## src/hdl/stls_pkg.sv

```systemverilog
// Constants, types and helpers shared by the transmitter level select block.
// Assumes a 32-bit register bus and quads of four lanes each.
package stls_pkg;

    // -------------------------------------------------------------------
    // Register map, one 16-byte window per quad
    // -------------------------------------------------------------------
    localparam int unsigned QUAD_STRIDE = 16;
    localparam logic [3:0] OFS_LEVEL_CTL_A = 4'h0;
    localparam logic [3:0] OFS_LEVEL_CTL_B = 4'h4;
    localparam logic [3:0] OFS_LANE_SEL = 4'h8;
    localparam logic [3:0] OFS_MODE_STAT = 4'hC;

    // -------------------------------------------------------------------
    // Field widths and positions
    // -------------------------------------------------------------------
    localparam int unsigned FINE_W = 2;
    localparam int unsigned COARSE_W = 3;
    localparam int unsigned DRIVE_W = 5;
    localparam int unsigned LOW_DRIVE_W = 4;
    localparam int unsigned MARGIN_W = 3;
    // First register: fine de-emphasis per full-swing mode
    localparam int unsigned POS_FINE_FULL_G1 = 0;
    localparam int unsigned POS_FINE_FULL_G2_3DB = 8;
    localparam int unsigned POS_FINE_FULL_G2_6DB = 16;
    // Second register: drive level and coarse de-emphasis
    localparam int unsigned POS_DRIVE_FULL_G1 = 0;
    localparam int unsigned POS_COARSE_FULL_G1 = 5;
    localparam int unsigned POS_DRIVE_FULL_G2_3DB = 8;
    localparam int unsigned POS_COARSE_FULL_G2_3DB = 13;
    localparam int unsigned POS_DRIVE_FULL_G2_6DB = 16;
    localparam int unsigned POS_COARSE_FULL_G2_6DB = 21;
    localparam int unsigned POS_DRIVE_LOW_G1 = 24;
    localparam int unsigned POS_DRIVE_LOW_G2 = 28;
    // Lane select register
    localparam int unsigned POS_LANE_IDX = 0;
    localparam int unsigned POS_LANE_ALL = 4;

    // -------------------------------------------------------------------
    // Reset values and write masks
    // -------------------------------------------------------------------
    localparam logic [31:0] RST_LEVEL_CTL_A = 32'h0003_0302;
    localparam logic [31:0] RST_LEVEL_CTL_B = 32'h8875_7A70;
    localparam logic [31:0] RST_LANE_SEL = 32'h0000_0010;
    localparam logic [31:0] WMASK_LEVEL_CTL_A = 32'h0003_0303;
    localparam logic [31:0] WMASK_LANE_SEL = 32'h0000_0013;
    localparam logic [2:0] MARGIN_NORMAL = 3'h0;

    // PHY operating modes
    typedef enum logic [2:0] {
        MODE_FULL_G1,
        MODE_FULL_G2_3DB,
        MODE_FULL_G2_6DB,
        MODE_LOW_G1,
        MODE_LOW_G2
    } stls_mode_type;

    // True when the lane select value addresses this lane
    function automatic logic stls_lane_hit(input logic [31:0] sel, input int unsigned lane);
        stls_lane_hit = sel[POS_LANE_ALL] || (sel[POS_LANE_IDX +: 2] == lane[1:0]);
    endfunction

endpackage

```

## src/hdl/stls_mode_sel.sv

```systemverilog
// Per-quad mode decode and field set selection, purely combinational.
// Assumes the PHY state inputs are synchronous to the core clock.
`timescale 1ns/1ps
`default_nettype none
module stls_mode_sel
    import stls_pkg::*;
(
    // PHY state of the port
    input wire logic low_swing_i,
    input wire logic gen2_i,
    input wire logic deemph_6db_i,
    // Level registers of the quad
    input wire logic [31:0] ctl_a_i,
    input wire logic [31:0] ctl_b_i,
    // Selected field set
    output stls_mode_type mode_o,
    output logic [DRIVE_W-1:0] drive_o,
    output logic [COARSE_W-1:0] coarse_o,
    output logic [FINE_W-1:0] fine_o
);

    // Mode from swing, rate and de-emphasis; low swing ignores the 6 dB bit
    always_comb begin
        if (low_swing_i) begin
            mode_o = gen2_i ? MODE_LOW_G2 : MODE_LOW_G1;
        end else if (!gen2_i) begin
            mode_o = MODE_FULL_G1; // -6 dB exists only at Gen 2
        end else begin
            mode_o = deemph_6db_i ? MODE_FULL_G2_6DB : MODE_FULL_G2_3DB;
        end
    end

    // Field set per mode, low swing forces de-emphasis to zero
    always_comb begin
        drive_o = '0;
        coarse_o = '0;
        fine_o = '0;
        case (mode_o)
            MODE_FULL_G1: begin
                fine_o = ctl_a_i[POS_FINE_FULL_G1 +: FINE_W];
                drive_o = ctl_b_i[POS_DRIVE_FULL_G1 +: DRIVE_W];
                coarse_o = ctl_b_i[POS_COARSE_FULL_G1 +: COARSE_W];
            end
            MODE_FULL_G2_3DB: begin
                fine_o = ctl_a_i[POS_FINE_FULL_G2_3DB +: FINE_W];
                drive_o = ctl_b_i[POS_DRIVE_FULL_G2_3DB +: DRIVE_W];
                coarse_o = ctl_b_i[POS_COARSE_FULL_G2_3DB +: COARSE_W];
            end
            MODE_FULL_G2_6DB: begin
                fine_o = ctl_a_i[POS_FINE_FULL_G2_6DB +: FINE_W];
                drive_o = ctl_b_i[POS_DRIVE_FULL_G2_6DB +: DRIVE_W];
                coarse_o = ctl_b_i[POS_COARSE_FULL_G2_6DB +: COARSE_W];
            end
            MODE_LOW_G1: begin
                drive_o = {1'b0, ctl_b_i[POS_DRIVE_LOW_G1 +: LOW_DRIVE_W]};
            end
            MODE_LOW_G2: begin
                drive_o = {1'b0, ctl_b_i[POS_DRIVE_LOW_G2 +: LOW_DRIVE_W]};
            end
            default: begin
                drive_o = '0;
            end
        endcase
    end

endmodule
`default_nettype wire

```

## src/hdl/stls_top.sv

```systemverilog
// Transmitter level select register bank with per-lane SerDes outputs.
// Assumes an Avalon-MM master on the core clock and PHY state inputs
// synchronous to the same clock.
`timescale 1ns/1ps
`default_nettype none
// Summary of operation
// - Each quad owns a pair of level registers setting drive level and de-emphasis of its lanes.
// - Five PHY modes are told apart: full swing G1 -3.5 dB, G2 -3.5 dB, G2 -6 dB, low swing G1 and G2.
// - After reset the level registers hold working defaults that software may overwrite.
// - A change of PHY mode makes the selected lanes take the field set of the new mode without help; the others keep their last settings.
// - Full-swing modes use their own fine field in the first register and drive and coarse in the second.
// - Three lane parameters exist: fine de-emphasis, coarse de-emphasis and drive level.
// - A write to a level field of the current mode reaches the selected lanes one clock after it lands.
// - No link retrain is needed for new level settings to apply.
// - The lane select register picks one lane or all lanes of the quad to receive the settings.
// - Only a normal transmit margin lets the registers rule; any other margin drives all lanes of its quad directly.
// - Low swing forces de-emphasis to zero and ignores the de-emphasis select bit.
module stls_top
    import stls_pkg::*;
#(
    parameter int unsigned QUADS = 2,
    parameter int unsigned LANES = 4,
    parameter int unsigned ADDR_W = 8
) (
    // Clock and reset
    input wire logic mclk_i,
    input wire logic rst_n_i,
    // Avalon-MM slave
    input wire logic [ADDR_W-1:0] avs_address_i,
    input wire logic avs_read_i,
    input wire logic avs_write_i,
    input wire logic [31:0] avs_writedata_i,
    output logic [31:0] avs_readdata_o,
    output logic avs_waitrequest_o,
    // PHY state per quad
    input wire logic [QUADS-1:0] low_swing_i,
    input wire logic [QUADS-1:0] gen2_i,
    input wire logic [QUADS-1:0] deemph_6db_i,
    input wire logic [QUADS-1:0][MARGIN_W-1:0] transmit_margin_field_i,
    // SerDes lane controls
    output logic [QUADS*LANES-1:0][DRIVE_W-1:0] drive_level_o,
    output logic [QUADS*LANES-1:0][COARSE_W-1:0] coarse_deemph_o,
    output logic [QUADS*LANES-1:0][FINE_W-1:0] fine_deemph_o,
    output logic [QUADS*LANES-1:0] margin_direct_o,
    output logic [QUADS*LANES-1:0][MARGIN_W-1:0] margin_level_o
);

    // -------------------------------------------------------------------
    // Elaboration checks
    // -------------------------------------------------------------------
    if (LANES != 4) begin : g_bad_lanes
        $error("stls_top: lane select field serves exactly four lanes");
    end
    if (QUADS < 1 || QUADS * QUAD_STRIDE > (1 << ADDR_W)) begin : g_bad_quads
        $error("stls_top: address width too small for the quads");
    end

    // -------------------------------------------------------------------
    // Register state
    // -------------------------------------------------------------------
    logic [QUADS-1:0][31:0] ctl_a_q;
    logic [QUADS-1:0][31:0] ctl_b_q;
    logic [QUADS-1:0][31:0] lane_sel_q;
    logic ack_q;
    stls_mode_type mode_w [QUADS];
    logic [QUADS-1:0][DRIVE_W-1:0] sel_drive_w;
    logic [QUADS-1:0][COARSE_W-1:0] sel_coarse_w;
    logic [QUADS-1:0][FINE_W-1:0] sel_fine_w;

    logic req_w;
    logic commit_w;
    int unsigned quad_w;
    logic [3:0] ofs_w;
    logic hit_w;
    assign req_w = avs_read_i || avs_write_i;
    assign commit_w = req_w && ack_q;
    assign quad_w = int'(avs_address_i) / QUAD_STRIDE;
    assign ofs_w = avs_address_i[3:0];
    assign hit_w = (quad_w < QUADS) && (ofs_w[1:0] == 2'b00);

    // -------------------------------------------------------------------
    // Bus handshake: one wait cycle, then the request completes
    // -------------------------------------------------------------------
    // Waitrequest is its own flop, so the pin never glitches on address decode
    always_ff @(posedge mclk_i) begin
        if (!rst_n_i) begin
            ack_q <= 1'b0;
            avs_waitrequest_o <= 1'b1;
        end else begin
            ack_q <= req_w && !ack_q;
            avs_waitrequest_o <= !(req_w && !ack_q);
        end
    end

    // Read data is captured in the wait cycle and stands while waitrequest is low
    always_ff @(posedge mclk_i) begin
        if (!rst_n_i) begin
            avs_readdata_o <= 32'h0000_0000;
        end else if (avs_read_i && !ack_q) begin
            avs_readdata_o <= 32'h0000_0000; // Unmapped reads return zero
            if (hit_w) begin
                case (ofs_w)
                    OFS_LEVEL_CTL_A: avs_readdata_o <= ctl_a_q[quad_w];
                    OFS_LEVEL_CTL_B: avs_readdata_o <= ctl_b_q[quad_w];
                    OFS_LANE_SEL: avs_readdata_o <= lane_sel_q[quad_w];
                    OFS_MODE_STAT: avs_readdata_o <= {29'h0000_0000, mode_w[quad_w]};
                    default: avs_readdata_o <= 32'h0000_0000;
                endcase
            end
        end
    end

    // -------------------------------------------------------------------
    // Per-quad registers and lanes
    // -------------------------------------------------------------------
    for (genvar q = 0; q < QUADS; q++) begin : g_quad
        logic wr_w;
        assign wr_w = avs_write_i && commit_w && hit_w && (quad_w == q);

        // Level and lane select registers; writes land on the accepting edge
        always_ff @(posedge mclk_i) begin
            if (!rst_n_i) begin
                ctl_a_q[q] <= RST_LEVEL_CTL_A;
                ctl_b_q[q] <= RST_LEVEL_CTL_B;
                lane_sel_q[q] <= RST_LANE_SEL;
            end else if (wr_w) begin
                case (ofs_w)
                    OFS_LEVEL_CTL_A: ctl_a_q[q] <= avs_writedata_i & WMASK_LEVEL_CTL_A;
                    OFS_LEVEL_CTL_B: ctl_b_q[q] <= avs_writedata_i;
                    OFS_LANE_SEL: lane_sel_q[q] <= avs_writedata_i & WMASK_LANE_SEL;
                    default: ctl_b_q[q] <= ctl_b_q[q];
                endcase
            end
        end

        stls_mode_sel stls_mode_sel_inst (
            .low_swing_i(low_swing_i[q]),
            .gen2_i(gen2_i[q]),
            .deemph_6db_i(deemph_6db_i[q]),
            .ctl_a_i(ctl_a_q[q]),
            .ctl_b_i(ctl_b_q[q]),
            .mode_o(mode_w[q]),
            .drive_o(sel_drive_w[q]),
            .coarse_o(sel_coarse_w[q]),
            .fine_o(sel_fine_w[q])
        );

        for (genvar l = 0; l < LANES; l++) begin : g_lane
            localparam int unsigned IDX = q * LANES + l;
            // Selected lanes follow the live field set; others keep their last settings.
            // Margin override is port wide, so it ignores the lane select.
            always_ff @(posedge mclk_i) begin
                if (!rst_n_i) begin
                    drive_level_o[IDX] <= RST_LEVEL_CTL_B[POS_DRIVE_FULL_G1 +: DRIVE_W];
                    coarse_deemph_o[IDX] <= RST_LEVEL_CTL_B[POS_COARSE_FULL_G1 +: COARSE_W];
                    fine_deemph_o[IDX] <= RST_LEVEL_CTL_A[POS_FINE_FULL_G1 +: FINE_W];
                    margin_direct_o[IDX] <= 1'b0;
                    margin_level_o[IDX] <= MARGIN_NORMAL;
                end else begin
                    margin_direct_o[IDX] <= (transmit_margin_field_i[q] != MARGIN_NORMAL);
                    margin_level_o[IDX] <= transmit_margin_field_i[q];
                    if (stls_lane_hit(lane_sel_q[q], l)) begin
                        drive_level_o[IDX] <= sel_drive_w[q];
                        coarse_deemph_o[IDX] <= sel_coarse_w[q];
                        fine_deemph_o[IDX] <= sel_fine_w[q];
                    end
                end
            end
        end
    end

    // -------------------------------------------------------------------
    // Checks
    // -------------------------------------------------------------------
    a_wait_once: assert property (@(posedge mclk_i) disable iff (!rst_n_i)
        req_w && avs_waitrequest_o |=> !avs_waitrequest_o)
        else $error("request not answered after one wait cycle");
    a_wait_rearm: assert property (@(posedge mclk_i) disable iff (!rst_n_i)
        !avs_waitrequest_o |=> avs_waitrequest_o)
        else $error("waitrequest low for more than one cycle");
    a_reset_defaults: assert property (@(posedge mclk_i)
        !rst_n_i |=> ctl_a_q[0] == RST_LEVEL_CTL_A && ctl_b_q[0] == RST_LEVEL_CTL_B)
        else $error("level registers not at defaults after reset");
    a_write_lands: assert property (@(posedge mclk_i) disable iff (!rst_n_i)
        avs_write_i && !avs_waitrequest_o && avs_address_i == ADDR_W'(OFS_LEVEL_CTL_B)
        |=> ctl_b_q[0] == $past(avs_writedata_i))
        else $error("write to level register lost");
    a_write_to_lane: assert property (@(posedge mclk_i) disable iff (!rst_n_i)
        avs_write_i && !avs_waitrequest_o && avs_address_i == ADDR_W'(OFS_LEVEL_CTL_B)
        && lane_sel_q[0][POS_LANE_ALL] && !low_swing_i[0] && !gen2_i[0] ##1 !low_swing_i[0] && !gen2_i[0]
        |=> drive_level_o[0] == $past(avs_writedata_i[POS_DRIVE_FULL_G1 +: DRIVE_W], 2))
        else $error("level write did not reach the lane");
    a_mode_follow: assert property (@(posedge mclk_i) disable iff (!rst_n_i)
        stls_lane_hit(lane_sel_q[0], 0) |=> drive_level_o[0] == $past(sel_drive_w[0])
        && fine_deemph_o[0] == $past(sel_fine_w[0]))
        else $error("lane did not follow the mode field set");
    a_low_no_deemph: assert property (@(posedge mclk_i) disable iff (!rst_n_i)
        low_swing_i[0] && lane_sel_q[0][POS_LANE_ALL]
        |=> coarse_deemph_o[LANES-1] == '0 && fine_deemph_o[LANES-1] == '0)
        else $error("de-emphasis not zero in low swing");
    a_mode_6db: assert property (@(posedge mclk_i) disable iff (!rst_n_i)
        gen2_i[0] && deemph_6db_i[0] |-> mode_w[0] == (low_swing_i[0] ? MODE_LOW_G2 : MODE_FULL_G2_6DB))
        else $error("wrong mode decode at Gen 2");
    a_margin_all: assert property (@(posedge mclk_i) disable iff (!rst_n_i)
        transmit_margin_field_i[0] != MARGIN_NORMAL |=> margin_direct_o[0] && margin_direct_o[LANES-1]
        && margin_level_o[0] == $past(transmit_margin_field_i[0]))
        else $error("margin override not applied to all lanes");
    a_lane_hold: assert property (@(posedge mclk_i) disable iff (!rst_n_i)
        !stls_lane_hit(lane_sel_q[0], 1) |=> $stable(drive_level_o[1]))
        else $error("unselected lane changed");
    a_wait_idle: assert property (@(posedge mclk_i) disable iff (!rst_n_i)
        !req_w |=> avs_waitrequest_o)
        else $error("waitrequest low without a request");
    a_fine_full_g1: assert property (@(posedge mclk_i) disable iff (!rst_n_i)
        !low_swing_i[0] && !gen2_i[0] && lane_sel_q[0][POS_LANE_ALL]
        |=> fine_deemph_o[2] == $past(ctl_a_q[0][POS_FINE_FULL_G1 +: FINE_W])
        && coarse_deemph_o[2] == $past(ctl_b_q[0][POS_COARSE_FULL_G1 +: COARSE_W]))
        else $error("full swing Gen 1 fields not on the lane");

endmodule
`default_nettype wire

```

## config.mk

```make
export PLATFORM = sky130hd
export DESIGN_NAME = stls_top
export DESIGN_NICKNAME = d
export VERILOG_FILES = /design/src/hdl/stls_pkg.sv /design/src/hdl/stls_mode_sel.sv /design/src/hdl/stls_top.sv
export SDC_FILE = /design/constraint.sdc
export NUM_CORES = 1
export LEC_CHECK = 0
export BUFFER_PORTS_ARGS = -buffer_cell sky130_fd_sc_hd__clkbuf_2
export CAP_MARGIN = 20
export CORE_UTILIZATION = 49
export CTS_CLUSTER_SIZE = 14
export DETAILED_ROUTE_END_ITERATION = 12
export MAX_ROUTING_LAYER = met4
export PLACE_DENSITY = 0.84
export SLEW_MARGIN = 10
export SYNTH_ARGS = -nofsm -noshare
export SYNTH_HDL_FRONTEND = slang
export SYNTH_SLANG_ARGS = --single-unit
export TNS_END_PERCENT = 50
```

## constraint.sdc

```tcl
create_clock -name mclk_i -period 2.3 [get_ports mclk_i]
set_input_delay 0.46 -clock mclk_i [delete_from_list [all_inputs] [get_ports mclk_i]]
set_output_delay 0.46 -clock mclk_i [all_outputs]
set_load 0.01 [all_outputs]
```

==> impl_summary.log <==
[metrics] global-route total usage across every layer: between 20% and 30%
[metrics] Placeable Area: 17300 µm²
[metrics] detailed-route wire length: between 20000 and 30000 µm
[metrics] number of antenna violations at the first check in global routing: 0
[metrics] most frequent cells in the layout: sky130_fd_sc_hd__nand2_1 (216), sky130_fd_sc_hd__dfxtp_1 (204), sky130_fd_sc_hd__clkbuf_2 (199)
[metrics] most frequent standard cell in the layout excluding fill and tap cells: sky130_fd_sc_hd__nand2_1
[metrics] area of the die: 18200 µm²
[metrics] Setup crit start kind: register
[metrics] total congestion overflow after global routing: 0
[metrics] Post-synth EDFFs: 0
[metrics] number of cells produced by synthesis: just over 1k
[metrics] antenna-violating nets left: 0
[metrics] Port Buf Inserts: 200
[metrics] clk_lat worst skew: 0.50 ns
[metrics] # DRC: 0
[metrics] period utilisation layout: 76.8%
[metrics] CTS root buffer: sky130_fd_sc_hd__clkbuf_16
[metrics] number of nets in the final layout: 1240
[metrics] maximum number of pins on one net before global-route repair: 99
[metrics] R2R setup slack: 0.53 ns
[metrics] transition time of the tightest slew-check pin: between 0.9 and 1 ns
[metrics] ports placed on the boundary: 201
[metrics] category of the most critical setup path: register to register
[metrics] Util after Layout: 61.4%
[metrics] type of the most critical hold path: input port to register
[metrics] leak pwr: 0.00463 µW
[metrics] Layout fillers: around 1.4k
[metrics] worst-case clock skew: 0.00992 ns
[metrics] cell area power density: 744 nW/µm²
[metrics] Arrival @ worst endpoint: 2.11 ns
[metrics] number of max-slew violations in the final report: 0
[metrics] Inserted Clock Buffers: 22
[metrics] area grow syn2layout: 22.6%
[metrics] count of H-tree levels built during CTS: 1
[metrics] endpoint required time on the critical path: between 2 and 3 ns
[metrics] standard cell area after detailed placement: 9860 µm²
[metrics] mean area per synthesized cell: 8.49 µm²
[metrics] starting density of the core: 50.1%
[metrics] outcome: completed
[metrics] via count of the first global-routing pass: 7380
[metrics] routability congestion estimate: about 0.90
[metrics] Synth top area share: 47.2%
[metrics] post-cts hold buffer count: 0
[metrics] Core Rows: 48
[metrics] proportion of layout cells with a drive suffix above 1: 27.0%
[metrics] Post-Synthesis Net Count: 1076
[metrics] Max-slew headroom: 38.5%
[metrics] final design area excluding fillers: 10600 µm²
[metrics] post-DR vias/cell: 5.64
[metrics] synthesized area: 8660 µm²
[metrics] share of the yosys chip area belonging to registers: 47.2%
[metrics] flip-flop and latch count after synthesis: 204
[metrics] Final Hold Viols: 0
[metrics] library cell with the largest summed area after synthesis: sky130_fd_sc_hd__dfxtp_1
[metrics] Max-cap violations: 0
[metrics] Most used DFF post-synth: sky130_fd_sc_hd__dfxtp_1
[metrics] peak fanout along the critical path: 34
[metrics] number of buffers on the longest clock path: 3
[metrics] wire length of the first global-routing pass: between 30000 and 40000 µm
[metrics] count of unique library cells instantiated by Yosys: 42
[metrics] Ant. Diodes: 0
[metrics] timing-limited maximum frequency: 566 MHz
[metrics] count of cells resized by post-cts repair: 0
[metrics] number of clock sinks: 204
[metrics] nature of the critical path endpoint: register
[metrics] final critical path time including I/O delays and setup: 1.77 ns
[metrics] number of post-CTS setup repair buffers: 0
[metrics] via total after detailed routing: about 8k
[metrics] clock input transition at the sequential cells of the worst setup and hold paths: 0.06 ns
[metrics] setup repair after global routing missed its margin: no
[metrics] final setup violation count: 0
[metrics] leading post-synthesis cells by cell area: sky130_fd_sc_hd__dfxtp_1 (47%), sky130_fd_sc_hd__nand2_1 (9.4%), sky130_fd_sc_hd__nand3_1 (7.2%)
[metrics] Initial DRT Pass Iterations: 5
[metrics] CTS tree: yes
[metrics] die height: roughly 130 µm
[metrics] Peak VDD IR: around 0.59 mV
[metrics] mean routed wirelength per cell: 17.7 µm
[metrics] HPWL after DPL: 17600 µm
[metrics] setup tns final: 0 ns
[metrics] Detailed Route Iter0 Violations: 771
[metrics] asr flop ratio synth: 0%
[metrics] synth warn: 0
[metrics] die outline width: 135 µm
cells by family after synthesis:
family	count (synthesis)	share of synthesized area (%)
AOI/OAI and AO/OA	195	13.6
buffers and inverters	110	6.26
DFF	204	47.2
muxes	81	9.87
and+or+nand+nor	430	23.1
synthesized netlist by cell type (all sizes together) (3+ instances only):
cell / count
nor2b: 27
nor4: 8
or4: 3
dfxtp: 204
o22ai: 3
a21o: 6
nand3: 124
o21ai: 64
nor3: 4
inv: 6
nand2: 216
nor2: 24
a211oi: 16
a21boi: 21
mux2: 35
mux2i: 46
and2: 8
buf: 47
a21oi: 50
nand2b: 5
a22oi: 30
clkbuf: 57
metal layers:
metal  wire (µm)  global-route usage, %  up-vias
li1            -                      -     3828
met1       10300                   34.7     3761
met2       11800                   45.9      383
met3        2230                   5.07       60
met4         770                   9.18        0
met5           0                      -        -
critical path: stages, from the launching register on:
cell and delay, ns:
sky130_fd_sc_hd__dfxtp_1 0.44, sky130_fd_sc_hd__nand3_1 0.21, sky130_fd_sc_hd__or4_1 0.57, sky130_fd_sc_hd__buf_12 0.20, sky130_fd_sc_hd__nand2_1 0.09, sky130_fd_sc_hd__nand3_1 0.09
worst paths after layout:
kind,cells after the start,from,endpoint
worst max-delay path,5,ack_q$_SDFF_PN0_,ctl_b_q[20]$_SDFFE_PN1P_
worst min-delay path,3,avs_writedata_i[5],ctl_b_q[5]$_SDFFE_PN1P_
worst max register to register,5,ack_q$_SDFF_PN0_,ctl_b_q[20]$_SDFFE_PN1P_
worst min register to register,2,ctl_b_q[24]$_SDFFE_PN0P_,ctl_b_q[24]$_SDFFE_PN0P_
area by class of cell:
type	instances	area [µm²]	area share [%]
Clock buffer	33	673	6.34
Clock inverter	5	75.1	0.707
Tap cell	225	282	2.65
Multi-Input combinational cell	706	4060	38.2
Inverter	6	22.5	0.212
Sequential cell	204	4080	38.5
Timing Repair Buffer	244	1430	13.4
registers in the layout (all words and copies together), names as in the netlist:
register / cells
ctl_b_q: 64
drive_level_o: 40
avs_readdata_o: 32
coarse_deemph_o: 24
fine_deemph_o: 16
ctl_a_q: 12
lane_sel_q: 6
margin_level_o: 6
margin_direct_o: 2
ack_q: 1
avs_waitrequest_o: 1
per-stage QoR:
step                setup WS, ns  instances  total power (µW)  hold slack (ns)
finish                     0.534       1423              7890            0.184
global route               0.469       1423              8160            0.186
CTS                        0.535       1422              7930            0.178
detailed placement        0.0391       1384              4340            0.452
global placement          0.0967       1384              4330            0.444
floorplan                  0.108       1020              4070            0.437
where the power goes:
part           total, µW  switching [µW]  internal (µW)
clock network       3620            1390           2230
registers           3660            50.5           3610
logic                610             373            237
(Power assumes the default switching activity.)
